$ cat src/rtl/ecl_pkg.sv
// package: constants, types and register map for the eeprom config loader
package ecl_pkg;
  // register addresses on the serial path (one word per address)
  localparam logic [7:0] ADDR_PORT45_VID = 8'h2a;
  localparam logic [7:0] ADDR_PORT67_VID = 8'h2b;
  localparam logic [7:0] ADDR_EXP_VLAN_CTRL = 8'h2c;
  localparam logic [7:0] ADDR_SIGNATURE = 8'h00;
  // reset values
  localparam logic [15:0] RST_PORT_VID = 16'h0000;
  localparam logic [15:0] RST_EXP_VLAN_CTRL = 16'hd000;
  // signature word that marks a valid eeprom image (arbitrary value)
  localparam logic [15:0] EEPROM_SIGNATURE = 16'h4154;
  // field positions of the group control register
  localparam int FWD_HI_BIT = 15;
  localparam int FWD_MID_BIT = 14;
  localparam int FWD_ONE_BIT = 13;
  localparam int FWD_ZERO_BIT = 12;
  localparam int GROUP_CNT_BIT = 11;
  localparam int SHIFT_HI = 10;
  localparam int SHIFT_LO = 8;
  localparam int VID_HI_W = 8;
  // serial eeprom instruction: start bit, 2 opcode bits, 8 address bits, 16 data
  localparam logic [1:0] OP_WRITE = 2'b01;
  localparam logic [1:0] OP_READ = 2'b10;
  localparam int ADDR_W = 8;
  localparam int DATA_W = 16;
  localparam int LAST_LOAD_ADDR = 63;
  // timing at 200 MHz
  localparam int CLK_PERIOD_PS = 5000;
  localparam int STRAP_DELAY_NS = 200;
  localparam int LOAD_DELAY_NS = 800;
  localparam int STRAP_CYC = (STRAP_DELAY_NS * 1000 + CLK_PERIOD_PS - 1) / CLK_PERIOD_PS;
  localparam int LOAD_CYC = (LOAD_DELAY_NS * 1000 + CLK_PERIOD_PS - 1) / CLK_PERIOD_PS;
  localparam int LOAD_WINDOW_MS = 30;
  localparam int SK_HALF_CYC = 16;
  // strap values latched after reset
  typedef struct packed {
    logic auto_crossover;
    logic dual_colour;
    logic load_enable;
  } ecl_strap_s;
  // a decoded register write
  typedef struct packed {
    logic valid;
    logic [ADDR_W-1:0] addr;
    logic [DATA_W-1:0] data;
  } ecl_wr_s;
endpackage

$ cat src/rtl/ecl_snoop.sv
// module: shifts in serial eeprom instructions and reports write commands
`timescale 1ns/1ps
module ecl_snoop (
  // clock and reset
  input wire logic clk_i,
  input wire logic rst_n_i,
  // synchronised serial bus: select and data levels, sk rising-edge strobe
  input wire logic cs_i,
  input wire logic sk_rise_i,
  input wire logic di_i,
  // decoded write
  output ecl_pkg::ecl_wr_s wr_o
);
  localparam int FRAME_W = 3 + ecl_pkg::ADDR_W + ecl_pkg::DATA_W;
  logic [FRAME_W-1:0] shift_q;
  logic [5:0] cnt_q;
  logic done_q;
  ecl_pkg::ecl_wr_s wr_q;

  // collect bits while select is high; one frame per select cycle
  always_ff @(posedge clk_i or negedge rst_n_i) begin
    if (!rst_n_i) begin
      shift_q <= '0;
      cnt_q <= 6'h00;
      done_q <= 1'b0;
    end else if (!cs_i) begin
      cnt_q <= 6'h00;
      done_q <= 1'b0;
    end else if (sk_rise_i && !done_q) begin
      if (cnt_q != 6'h00 || di_i) begin
        shift_q <= {shift_q[FRAME_W-2:0], di_i};
        cnt_q <= cnt_q + 6'h01;
        done_q <= (cnt_q == 6'(FRAME_W - 1));
      end
    end
  end

  // only a complete write frame yields an update; others ignored
  always_ff @(posedge clk_i or negedge rst_n_i) begin
    if (!rst_n_i) begin
      wr_q <= '0;
    end else begin
      wr_q.valid <= 1'b0;
      if (cs_i && sk_rise_i && !done_q && cnt_q == 6'(FRAME_W - 1)
          && shift_q[FRAME_W-3 -: 2] == ecl_pkg::OP_WRITE) begin
        wr_q.valid <= 1'b1;
        // address sits between the opcode and the 15 data bits already shifted
        wr_q.addr <= shift_q[ecl_pkg::DATA_W+ecl_pkg::ADDR_W-2 -: ecl_pkg::ADDR_W];
        wr_q.data <= {shift_q[ecl_pkg::DATA_W-2:0], di_i};
      end
    end
  end

  assign wr_o = wr_q;
endmodule // ecl_snoop

$ cat src/rtl/ecl_loader.sv
// module: eeprom configuration loader and vlan configuration registers
`timescale 1ns/1ps
module ecl_loader #(
  parameter int LOAD_WINDOW_CYC = ecl_pkg::LOAD_WINDOW_MS * 200000
) (
  // clock and reset
  input wire logic clock_i,
  input wire logic nrst_i,
  // eeprom pins
  input wire logic eeprom_select_i,
  output logic eeprom_select_o,
  output logic eeprom_select_oe_o,
  input wire logic eeprom_serial_clock_i,
  output logic eeprom_serial_clock_o,
  output logic eeprom_serial_clock_oe_o,
  input wire logic eeprom_data_in_i,
  output logic eeprom_data_in_o,
  output logic eeprom_data_in_oe_o,
  input wire logic eeprom_data_out_i,
  // per-port low vid bits 13..10 of own control registers, ports 4..8
  input wire logic [19:0] port_vid_low_i,
  // configuration results
  output logic [59:0] port_default_vlan_id_o,
  output logic [3:0] reserved_addr_forward_o,
  output logic vlan_group_count_sel_o,
  output logic [2:0] vlan_shift_o,
  output logic [11:0] frame_vid_i_unused_o,
  output ecl_pkg::ecl_strap_s strap_o,
  output logic load_busy_o,
  // group index lookup from a frame vid
  input wire logic [11:0] frame_vid_i,
  output logic [4:0] vlan_group_o
);
  typedef enum {ST_STRAP, ST_WAIT, ST_SEND, ST_RECV, ST_GAP, ST_IDLE} ecl_state_e;
  // =====================================================================
  // reset release and pin synchronisers
  logic [1:0] rst_sync_q;
  logic rst_n;
  always_ff @(posedge clock_i or negedge nrst_i) begin
    if (!nrst_i) rst_sync_q <= 2'b00;
    else rst_sync_q <= {rst_sync_q[0], 1'b1};
  end
  assign rst_n = rst_sync_q[1];

  logic [3:0] pin_s1_q;
  logic [3:0] pin_s2_q;
  logic sk_prev_q;
  // two flops per pin: select, sk, di, do
  always_ff @(posedge clock_i or negedge rst_n) begin
    if (!rst_n) begin
      pin_s1_q <= 4'h0;
      pin_s2_q <= 4'h0;
      sk_prev_q <= 1'b0;
    end else begin
      pin_s1_q <= {eeprom_select_i, eeprom_serial_clock_i, eeprom_data_in_i, eeprom_data_out_i};
      pin_s2_q <= pin_s1_q;
      sk_prev_q <= pin_s2_q[2];
    end
  end

  // =====================================================================
  // power-up sequencer
  ecl_state_e state_q;
  logic [31:0] time_q;
  logic [31:0] win_q;
  logic [5:0] bit_q;
  logic [5:0] addr_q;
  logic [15:0] rd_q;
  logic [26:0] cmd_q;
  logic sk_q;
  logic [4:0] half_q;
  logic sig_ok_q;
  ecl_pkg::ecl_strap_s strap_q;
  ecl_pkg::ecl_wr_s load_wr;
  logic sk_tick;
  assign sk_tick = (half_q == 5'(ecl_pkg::SK_HALF_CYC - 1));

  // window counter from reset release
  always_ff @(posedge clock_i or negedge rst_n) begin
    if (!rst_n) win_q <= '0;
    else if (win_q != 32'(LOAD_WINDOW_CYC)) win_q <= win_q + 32'd1;
  end

  always_ff @(posedge clock_i or negedge rst_n) begin
    if (!rst_n) begin
      state_q <= ST_STRAP;
      time_q <= '0;
      bit_q <= '0;
      addr_q <= '0;
      rd_q <= '0;
      cmd_q <= '0;
      sk_q <= 1'b0;
      half_q <= '0;
      sig_ok_q <= 1'b0;
      strap_q <= '{1'b0, 1'b0, 1'b1};
    end else begin
      time_q <= time_q + 32'd1;
      half_q <= sk_tick ? 5'd0 : half_q + 5'd1;
      case (state_q)
        ST_STRAP: begin
          if (time_q == 32'(ecl_pkg::STRAP_CYC)) begin
            strap_q <= '{pin_s2_q[2], pin_s2_q[1], pin_s2_q[0]};
            state_q <= ST_WAIT;
          end
        end
        ST_WAIT: begin
          if (time_q == 32'(ecl_pkg::LOAD_CYC)) begin
            state_q <= strap_q.load_enable ? ST_SEND : ST_IDLE;
            cmd_q <= {1'b1, ecl_pkg::OP_READ, 2'b00, addr_q, 16'h0000};
            bit_q <= '0;
            half_q <= '0;
          end
        end
        ST_SEND, ST_RECV: begin
          if (sk_tick) begin
            sk_q <= !sk_q;
            if (sk_q) begin
              // falling edge: next command bit
              cmd_q <= {cmd_q[25:0], 1'b0};
              if (state_q == ST_SEND && bit_q == 6'd10) begin
                state_q <= ST_RECV;
                bit_q <= '0;
              end else bit_q <= bit_q + 6'd1;
            end else if (state_q == ST_RECV) begin
              rd_q <= {rd_q[14:0], pin_s2_q[0]};
              if (bit_q == 6'd15) state_q <= ST_GAP;
            end
          end
        end
        ST_GAP: begin
          sk_q <= 1'b0;
          if (addr_q == 6'(ecl_pkg::ADDR_SIGNATURE))
            sig_ok_q <= (rd_q == ecl_pkg::EEPROM_SIGNATURE);
          if ((addr_q == 6'(ecl_pkg::ADDR_SIGNATURE) && rd_q != ecl_pkg::EEPROM_SIGNATURE)
              || addr_q == 6'(ecl_pkg::LAST_LOAD_ADDR)) begin
            state_q <= ST_IDLE;
          end else begin
            addr_q <= addr_q + 6'd1;
            cmd_q <= {1'b1, ecl_pkg::OP_READ, 2'b00, addr_q + 6'd1, 16'h0000};
            bit_q <= '0;
            state_q <= ST_SEND;
          end
        end
        default: state_q <= ST_IDLE;
      endcase
    end
  end

  // loaded word becomes a register write once signature is confirmed
  assign load_wr = '{state_q == ST_GAP && addr_q != 6'(ecl_pkg::ADDR_SIGNATURE) && sig_ok_q,
                     {2'b00, addr_q}, rd_q};

  // =====================================================================
  // pin drive: float in reset, drive while loading, inputs after
  always_ff @(posedge clock_i or negedge rst_n) begin
    if (!rst_n) begin
      eeprom_select_oe_o <= 1'b0;
      eeprom_serial_clock_oe_o <= 1'b0;
      eeprom_data_in_oe_o <= 1'b0;
      eeprom_select_o <= 1'b0;
      eeprom_serial_clock_o <= 1'b0;
      eeprom_data_in_o <= 1'b0;
    end else begin
      eeprom_select_oe_o <= state_q inside {ST_SEND, ST_RECV, ST_GAP};
      eeprom_serial_clock_oe_o <= state_q inside {ST_SEND, ST_RECV, ST_GAP};
      eeprom_data_in_oe_o <= state_q inside {ST_SEND, ST_RECV, ST_GAP};
      eeprom_select_o <= state_q inside {ST_SEND, ST_RECV};
      eeprom_serial_clock_o <= sk_q;
      eeprom_data_in_o <= cmd_q[26];
    end
  end

  // =====================================================================
  // host write snoop, active once loading is over and the load window has ended
  ecl_pkg::ecl_wr_s snoop_wr;
  logic snoop_on;
  assign snoop_on = (state_q == ST_IDLE) && (win_q == 32'(LOAD_WINDOW_CYC));
  ecl_snoop u_snoop (
    .clk_i(clock_i),
    .rst_n_i(rst_n),
    .cs_i(pin_s2_q[3] && snoop_on),
    .sk_rise_i(pin_s2_q[2] && !sk_prev_q),
    .di_i(pin_s2_q[1]),
    .wr_o(snoop_wr)
  );

  // =====================================================================
  // configuration registers
  logic [15:0] vid45_q;
  logic [15:0] vid67_q;
  logic [15:0] ctrl_q;
  ecl_pkg::ecl_wr_s wr;
  assign wr = load_wr.valid ? load_wr : snoop_wr;
  always_ff @(posedge clock_i or negedge rst_n) begin
    if (!rst_n) begin
      vid45_q <= ecl_pkg::RST_PORT_VID;
      vid67_q <= ecl_pkg::RST_PORT_VID;
      ctrl_q <= ecl_pkg::RST_EXP_VLAN_CTRL;
    end else if (wr.valid) begin
      if (wr.addr == ecl_pkg::ADDR_PORT45_VID) vid45_q <= wr.data;
      else if (wr.addr == ecl_pkg::ADDR_PORT67_VID) vid67_q <= wr.data;
      else if (wr.addr == ecl_pkg::ADDR_EXP_VLAN_CTRL) ctrl_q <= wr.data;
    end
  end

  // full vids for ports 4..8: odd port in high byte, even in low
  logic [39:0] vid_hi;
  assign vid_hi = {ctrl_q[ecl_pkg::VID_HI_W-1:0], vid67_q, vid45_q};
  logic [59:0] vid_d;
  for (genvar p = 0; p < 5; p++) begin : g_vid
    assign vid_d[p*12 +: 12] = {vid_hi[p*8 +: 8], port_vid_low_i[p*4 +: 4]};
  end

  // group index from frame vid
  logic [4:0] group_d;
  logic [11:0] vid_sh;
  assign vid_sh = frame_vid_i >> ctrl_q[ecl_pkg::SHIFT_HI:ecl_pkg::SHIFT_LO];
  assign group_d = ctrl_q[ecl_pkg::GROUP_CNT_BIT] ? vid_sh[4:0]
                                                   : {1'b0, vid_sh[3:0]};

  // registered outputs
  always_ff @(posedge clock_i or negedge rst_n) begin
    if (!rst_n) begin
      port_default_vlan_id_o <= '0;
      reserved_addr_forward_o <= 4'h0;
      vlan_group_count_sel_o <= 1'b0;
      vlan_shift_o <= 3'h0;
      frame_vid_i_unused_o <= 12'h000;
      strap_o <= '0;
      load_busy_o <= 1'b0;
      vlan_group_o <= 5'h00;
    end else begin
      port_default_vlan_id_o <= vid_d;
      reserved_addr_forward_o <= ctrl_q[ecl_pkg::FWD_HI_BIT:ecl_pkg::FWD_ZERO_BIT];
      vlan_group_count_sel_o <= ctrl_q[ecl_pkg::GROUP_CNT_BIT];
      vlan_shift_o <= ctrl_q[ecl_pkg::SHIFT_HI:ecl_pkg::SHIFT_LO];
      frame_vid_i_unused_o <= vid_sh;
      strap_o <= strap_q;
      load_busy_o <= !snoop_on;
      vlan_group_o <= group_d;
    end
  end
endmodule // ecl_loader

$ cat config.mk
export PLATFORM = sky130hd
export DESIGN_NAME = ecl_loader
export DESIGN_NICKNAME = d
export VERILOG_FILES = /design/src/rtl/ecl_pkg.sv /design/src/rtl/ecl_snoop.sv /design/src/rtl/ecl_loader.sv
export SDC_FILE = /design/constraint.sdc
export NUM_CORES = 1
export LEC_CHECK = 0
export ABC_AREA = 1
export BUFFER_PORTS_ARGS = -buffer_cell sky130_fd_sc_hd__buf_2
export CORE_MARGIN = 2
export CORE_UTILIZATION = 34
export DETAILED_ROUTE_END_ITERATION = 6
export PLACE_DENSITY = 0.63
export SYNTH_ARGS = -nofsm -noshare
export SYNTH_HDL_FRONTEND = slang
export SYNTH_HIERARCHICAL = 1
export SYNTH_SLANG_ARGS = --single-unit
$ cat constraint.sdc
create_clock -name clock_i -period 18.17 [get_ports clock_i]
set_clock_uncertainty 0.1 [all_clocks]
set_input_delay 1.817 -clock clock_i [delete_from_list [all_inputs] [get_ports clock_i]]
set_output_delay 1.817 -clock clock_i [all_outputs]
set_load 0.005 [all_outputs]
==> flow_metrics.py <==
metrics = {
    "run_status": {
        "status": "finished clean",
    },
    "clock_tree": {
        "postCtsSetupBuffers": 0,
        "cts_num_sinks": 321,
        "root_buffer": "clkbuf_16",
        "h-tree-depth": 2,
        "hold_buffers": 0,
        "clockBufferDepth": 3,
        "clk_latency_ps": 530,
        "clkTransAtPathRegs_ps": 60,
        "cts_resized": 0,
        "cts_inserted_buffers": 36,
        "cts_tree": "built",
    },
    "drt": {
        "num_vias": 10200,
        "viasPerCell": 4.73,
        "routedWlPerCell_um": 13.8,
        "routed_wl_um": 29900,
        "drc_errors": 0,
        "ant_nets": 0,
        "drt_iter0_drc": 721,
        "drt-pass1-iter-count": 5,
    },
    "synth": {
        "ys_ff_latch": 321,
        "synth_top_area_cell": "dfrtp_1",
        "synth-async-reset-ratio": 1.00,
        "synth_ff_type": "dfrtp_1",
        "synth_edf_count": 0,
        "syn-num-nets": 1541,
        "synth_seq_area_share": 0.584,
        "yosysWarnings": 6,
        "yosys-top-cells-area": "dfrtp_1, nand2_1, nand3_1",
        "syn_avg_cell_area_um2": 9.22,
        "yosysMostFrequentCell": "nand2_1",
        "yosys-top-cells-count": "nand2_1, dfrtp_1, nor2_1",
        "synthDominantCellAreaShare": 0.577,
        "synthCells": 1491,
        "synth_cell_types": 38,
        "synth.cell_area_mm2": 0.0138,
    },
    "finish": {
        "diodes": 0,
        "final_nets": 1664,
        "layout-drive-gt1-share": 0.140,
        "stdcell_count": 2163,
        "fin_util": 0.402,
        "area_growth_pct": 16.3,
        "finalInstanceArea_mm2": 0.0160,
    },
    "placement": {
        "place.gp.congestion": 0.836,
        "hpwlAfterDp_um": 20600,
        "io_buffers": 132,
        "preCtsSetupSlack_ps": 14640,
        "place_area_mm2": 0.0148,
        "dp_cells": 2101,
    },
    "grt": {
        "grt_use_total": 0.145,
        "grt_first_pass_wirelength_um": 50000,
        "grt-ovfl-total": 0,
        "grt_max_degree": 200,
        "antenna_found_initial": 0,
        "grt_pass1_vias": 10000,
    },
    "critical_path": {
        "required_ps": 18470,
        "worstReg2RegEnd": "u_snoop/wr_o[19]",
        "crit_chain": "inv_1 > ha_1 > nand4_1 > nor3_1 > nand3_1 > nor2_1 > nand3_1 > nor3_4 > nand2_4 > nand2_1 > nand2_1",
        "critical-path-max-stage-delay_ps": 740,
        "ff2ff_path_depth": 11,
        "critPathSlowestCell": "nor3_4",
        "rrSetupSlack_ps": 14570,
        "cp-start-kind": "flop",
        "crit_arrival_ps": 3910,
        "crit_type": "reg2reg",
        "critical_path_peak_fanout": 25,
        "r2r_start": "win_q[0]",
        "crit_path_end_kind": "flop",
    },
    "worst_hold_path": {
        "hp-start": "rst_sync_q[0]",
        "worstHoldPathType": "reg2reg",
        "whs_path_depth": 0,
        "hold_end": "rst_sync_q[1]",
    },
    "timing": {
        "setup_viol": 0,
        "slew_violations": 0,
        "hold_viol": 0,
        "slew_headroom": 0.248,
        "fmax_mhz": 277,
        "min_period_over_period": 0.198,
        "tightest_slew_ps": 1120,
        "hold-worst-slack_ps": 254,
        "fin_ws_ps": 14570,
        "rsz0062_at_grt": "false",
        "period_minus_slack_ps": 3600,
        "fin_setup_tns_ps": 0,
    },
    "floorplanning": {
        "io_pins": 133,
        "rows": 73,
        "die-height_um": 205,
        "die_w_um": 205,
        "start_util": 0.345,
        "dieArea_mm2": 0.0421,
        "core_area_mm2": 0.0398,
    },
    "pwr": {
        "p_seq_frac": 0.489,
        "combinationalPowerShare": 0.017,
        "ir_drop_mv": 0.0513,
        "fin_total_pwr_mw": 1.48,
        "intPower_mw": 1.17,
        "p_clk_frac": 0.494,
        "sw_frac_of_total": 0.214,
        "switching_power_mw": 0.317,
        "leakagePower_nw": 8.15,
        "powerDensity_mw_per_mm2": 92.8,
    },
    "run": {
        "maxCapViolCount": 0,
    },
}
area by class of cell:
class                   count  area [µm²]
clock buffers              43         967
multi-input cells        1002        4960
inverters                 117         439
clock inverters            19         228
repair buffers            136         703
fillers                  3932       23800
flip-flops and latches    321        8040
well taps                 525         657
sequential cells by signal, summed over array words and instances, names as in the netlist, 4 cells and up:
name,cells
addr_q,6
bit_q,6
cmd_q,11
ctrl_q,16
frame_vid_i_unused_o,8
half_q,5
pin_s1_q,4
pin_s2_q,4
port_default_vlan_id_o,60
rd_q,16
reserved_addr_forward_o,4
time_q,32
u_snoop/cnt_q,6
u_snoop/shift_q,25
u_snoop/wr_o,25
vid45_q,16
vid67_q,16
vlan_group_o,5
win_q,32
cells in the final DEF (no fill, tap or decap), drive strengths merged, types with 3 or more instances in the layout:
master    count
nand2       486
dfrtp       317
buf         136
nor2        124
inv         119
nand3       113
o21ai        64
nand4        56
xor2         46
clkbuf       43
nor3         30
xnor2        21
o21bai       17
ha           12
clkinv        9
nor4          7
a21oi         7
nand3b        5
bufinv        4
clkinvlp      4
dfstp         4
mux2i         3
and3          3
o221ai        3
worst max-delay path: cells and delay by family (launching register included):
family,cells,cell delay [ps]
flip-flops,1,420
adder cells (fa/ha/maj),1,190
buffers and inverters,1,130
AND/OR/NAND/NOR,9,2620
power groups by stage:
stage | registers [mW] | clock network [mW] | logic (mW)
after floorplan | 0.746 | 0 | 0.00433
after global placement | 0.739 | 0 | 0.0262
after detailed placement | 0.739 | 0 | 0.0264
after CTS | 0.726 | 0.754 | 0.0264
after global routing | 0.727 | 0.785 | 0.0296
final | 0.726 | 0.734 | 0.0251
cells by family (layout without fill, tap and decap cells):
family                     after synthesis  after routing  share of synthesized area
and+or+nand+nor                        824            824                      0.266
DFF                                    321            321                      0.584
buffers and inverters                  168            315                     0.0549
AOI/OAI and AO/OA                       95             95                     0.0391
xor gates and xnor gates                67             67                     0.0427
adders and majority gates               12             12                     0.0109
muxes                                    3              3                    0.00218
other                                    1              1                   0.000273
how the worst max path moves through the flow:
stage,start,end,slack [ps],cells after the start
after detailed placement,win_q[0],u_snoop/wr_o[19],14640,11
after global routing,win_q[0],u_snoop/wr_o[6],14090,11
after global placement,win_q[4],u_snoop/wr_o[0],14790,10
after floorplan,rst_sync_q[1],addr_q[0],8470,0
after CTS,win_q[0],u_snoop/wr_o[19],14570,11
final,win_q[0],u_snoop/wr_o[19],14570,11
per-layer routing:
layer / track usage / vias to the layer above / part of all wire
met2: 0.239 / 255 / 0.46
li1: - / 5032 / -
met3: 0.0251 / 47 / 0.051
met1: 0.196 / 4907 / 0.46
met4: 0.0427 / 0 / 0.022
met5: 0 / - / 0
Power figures use the tool's default switching activity.
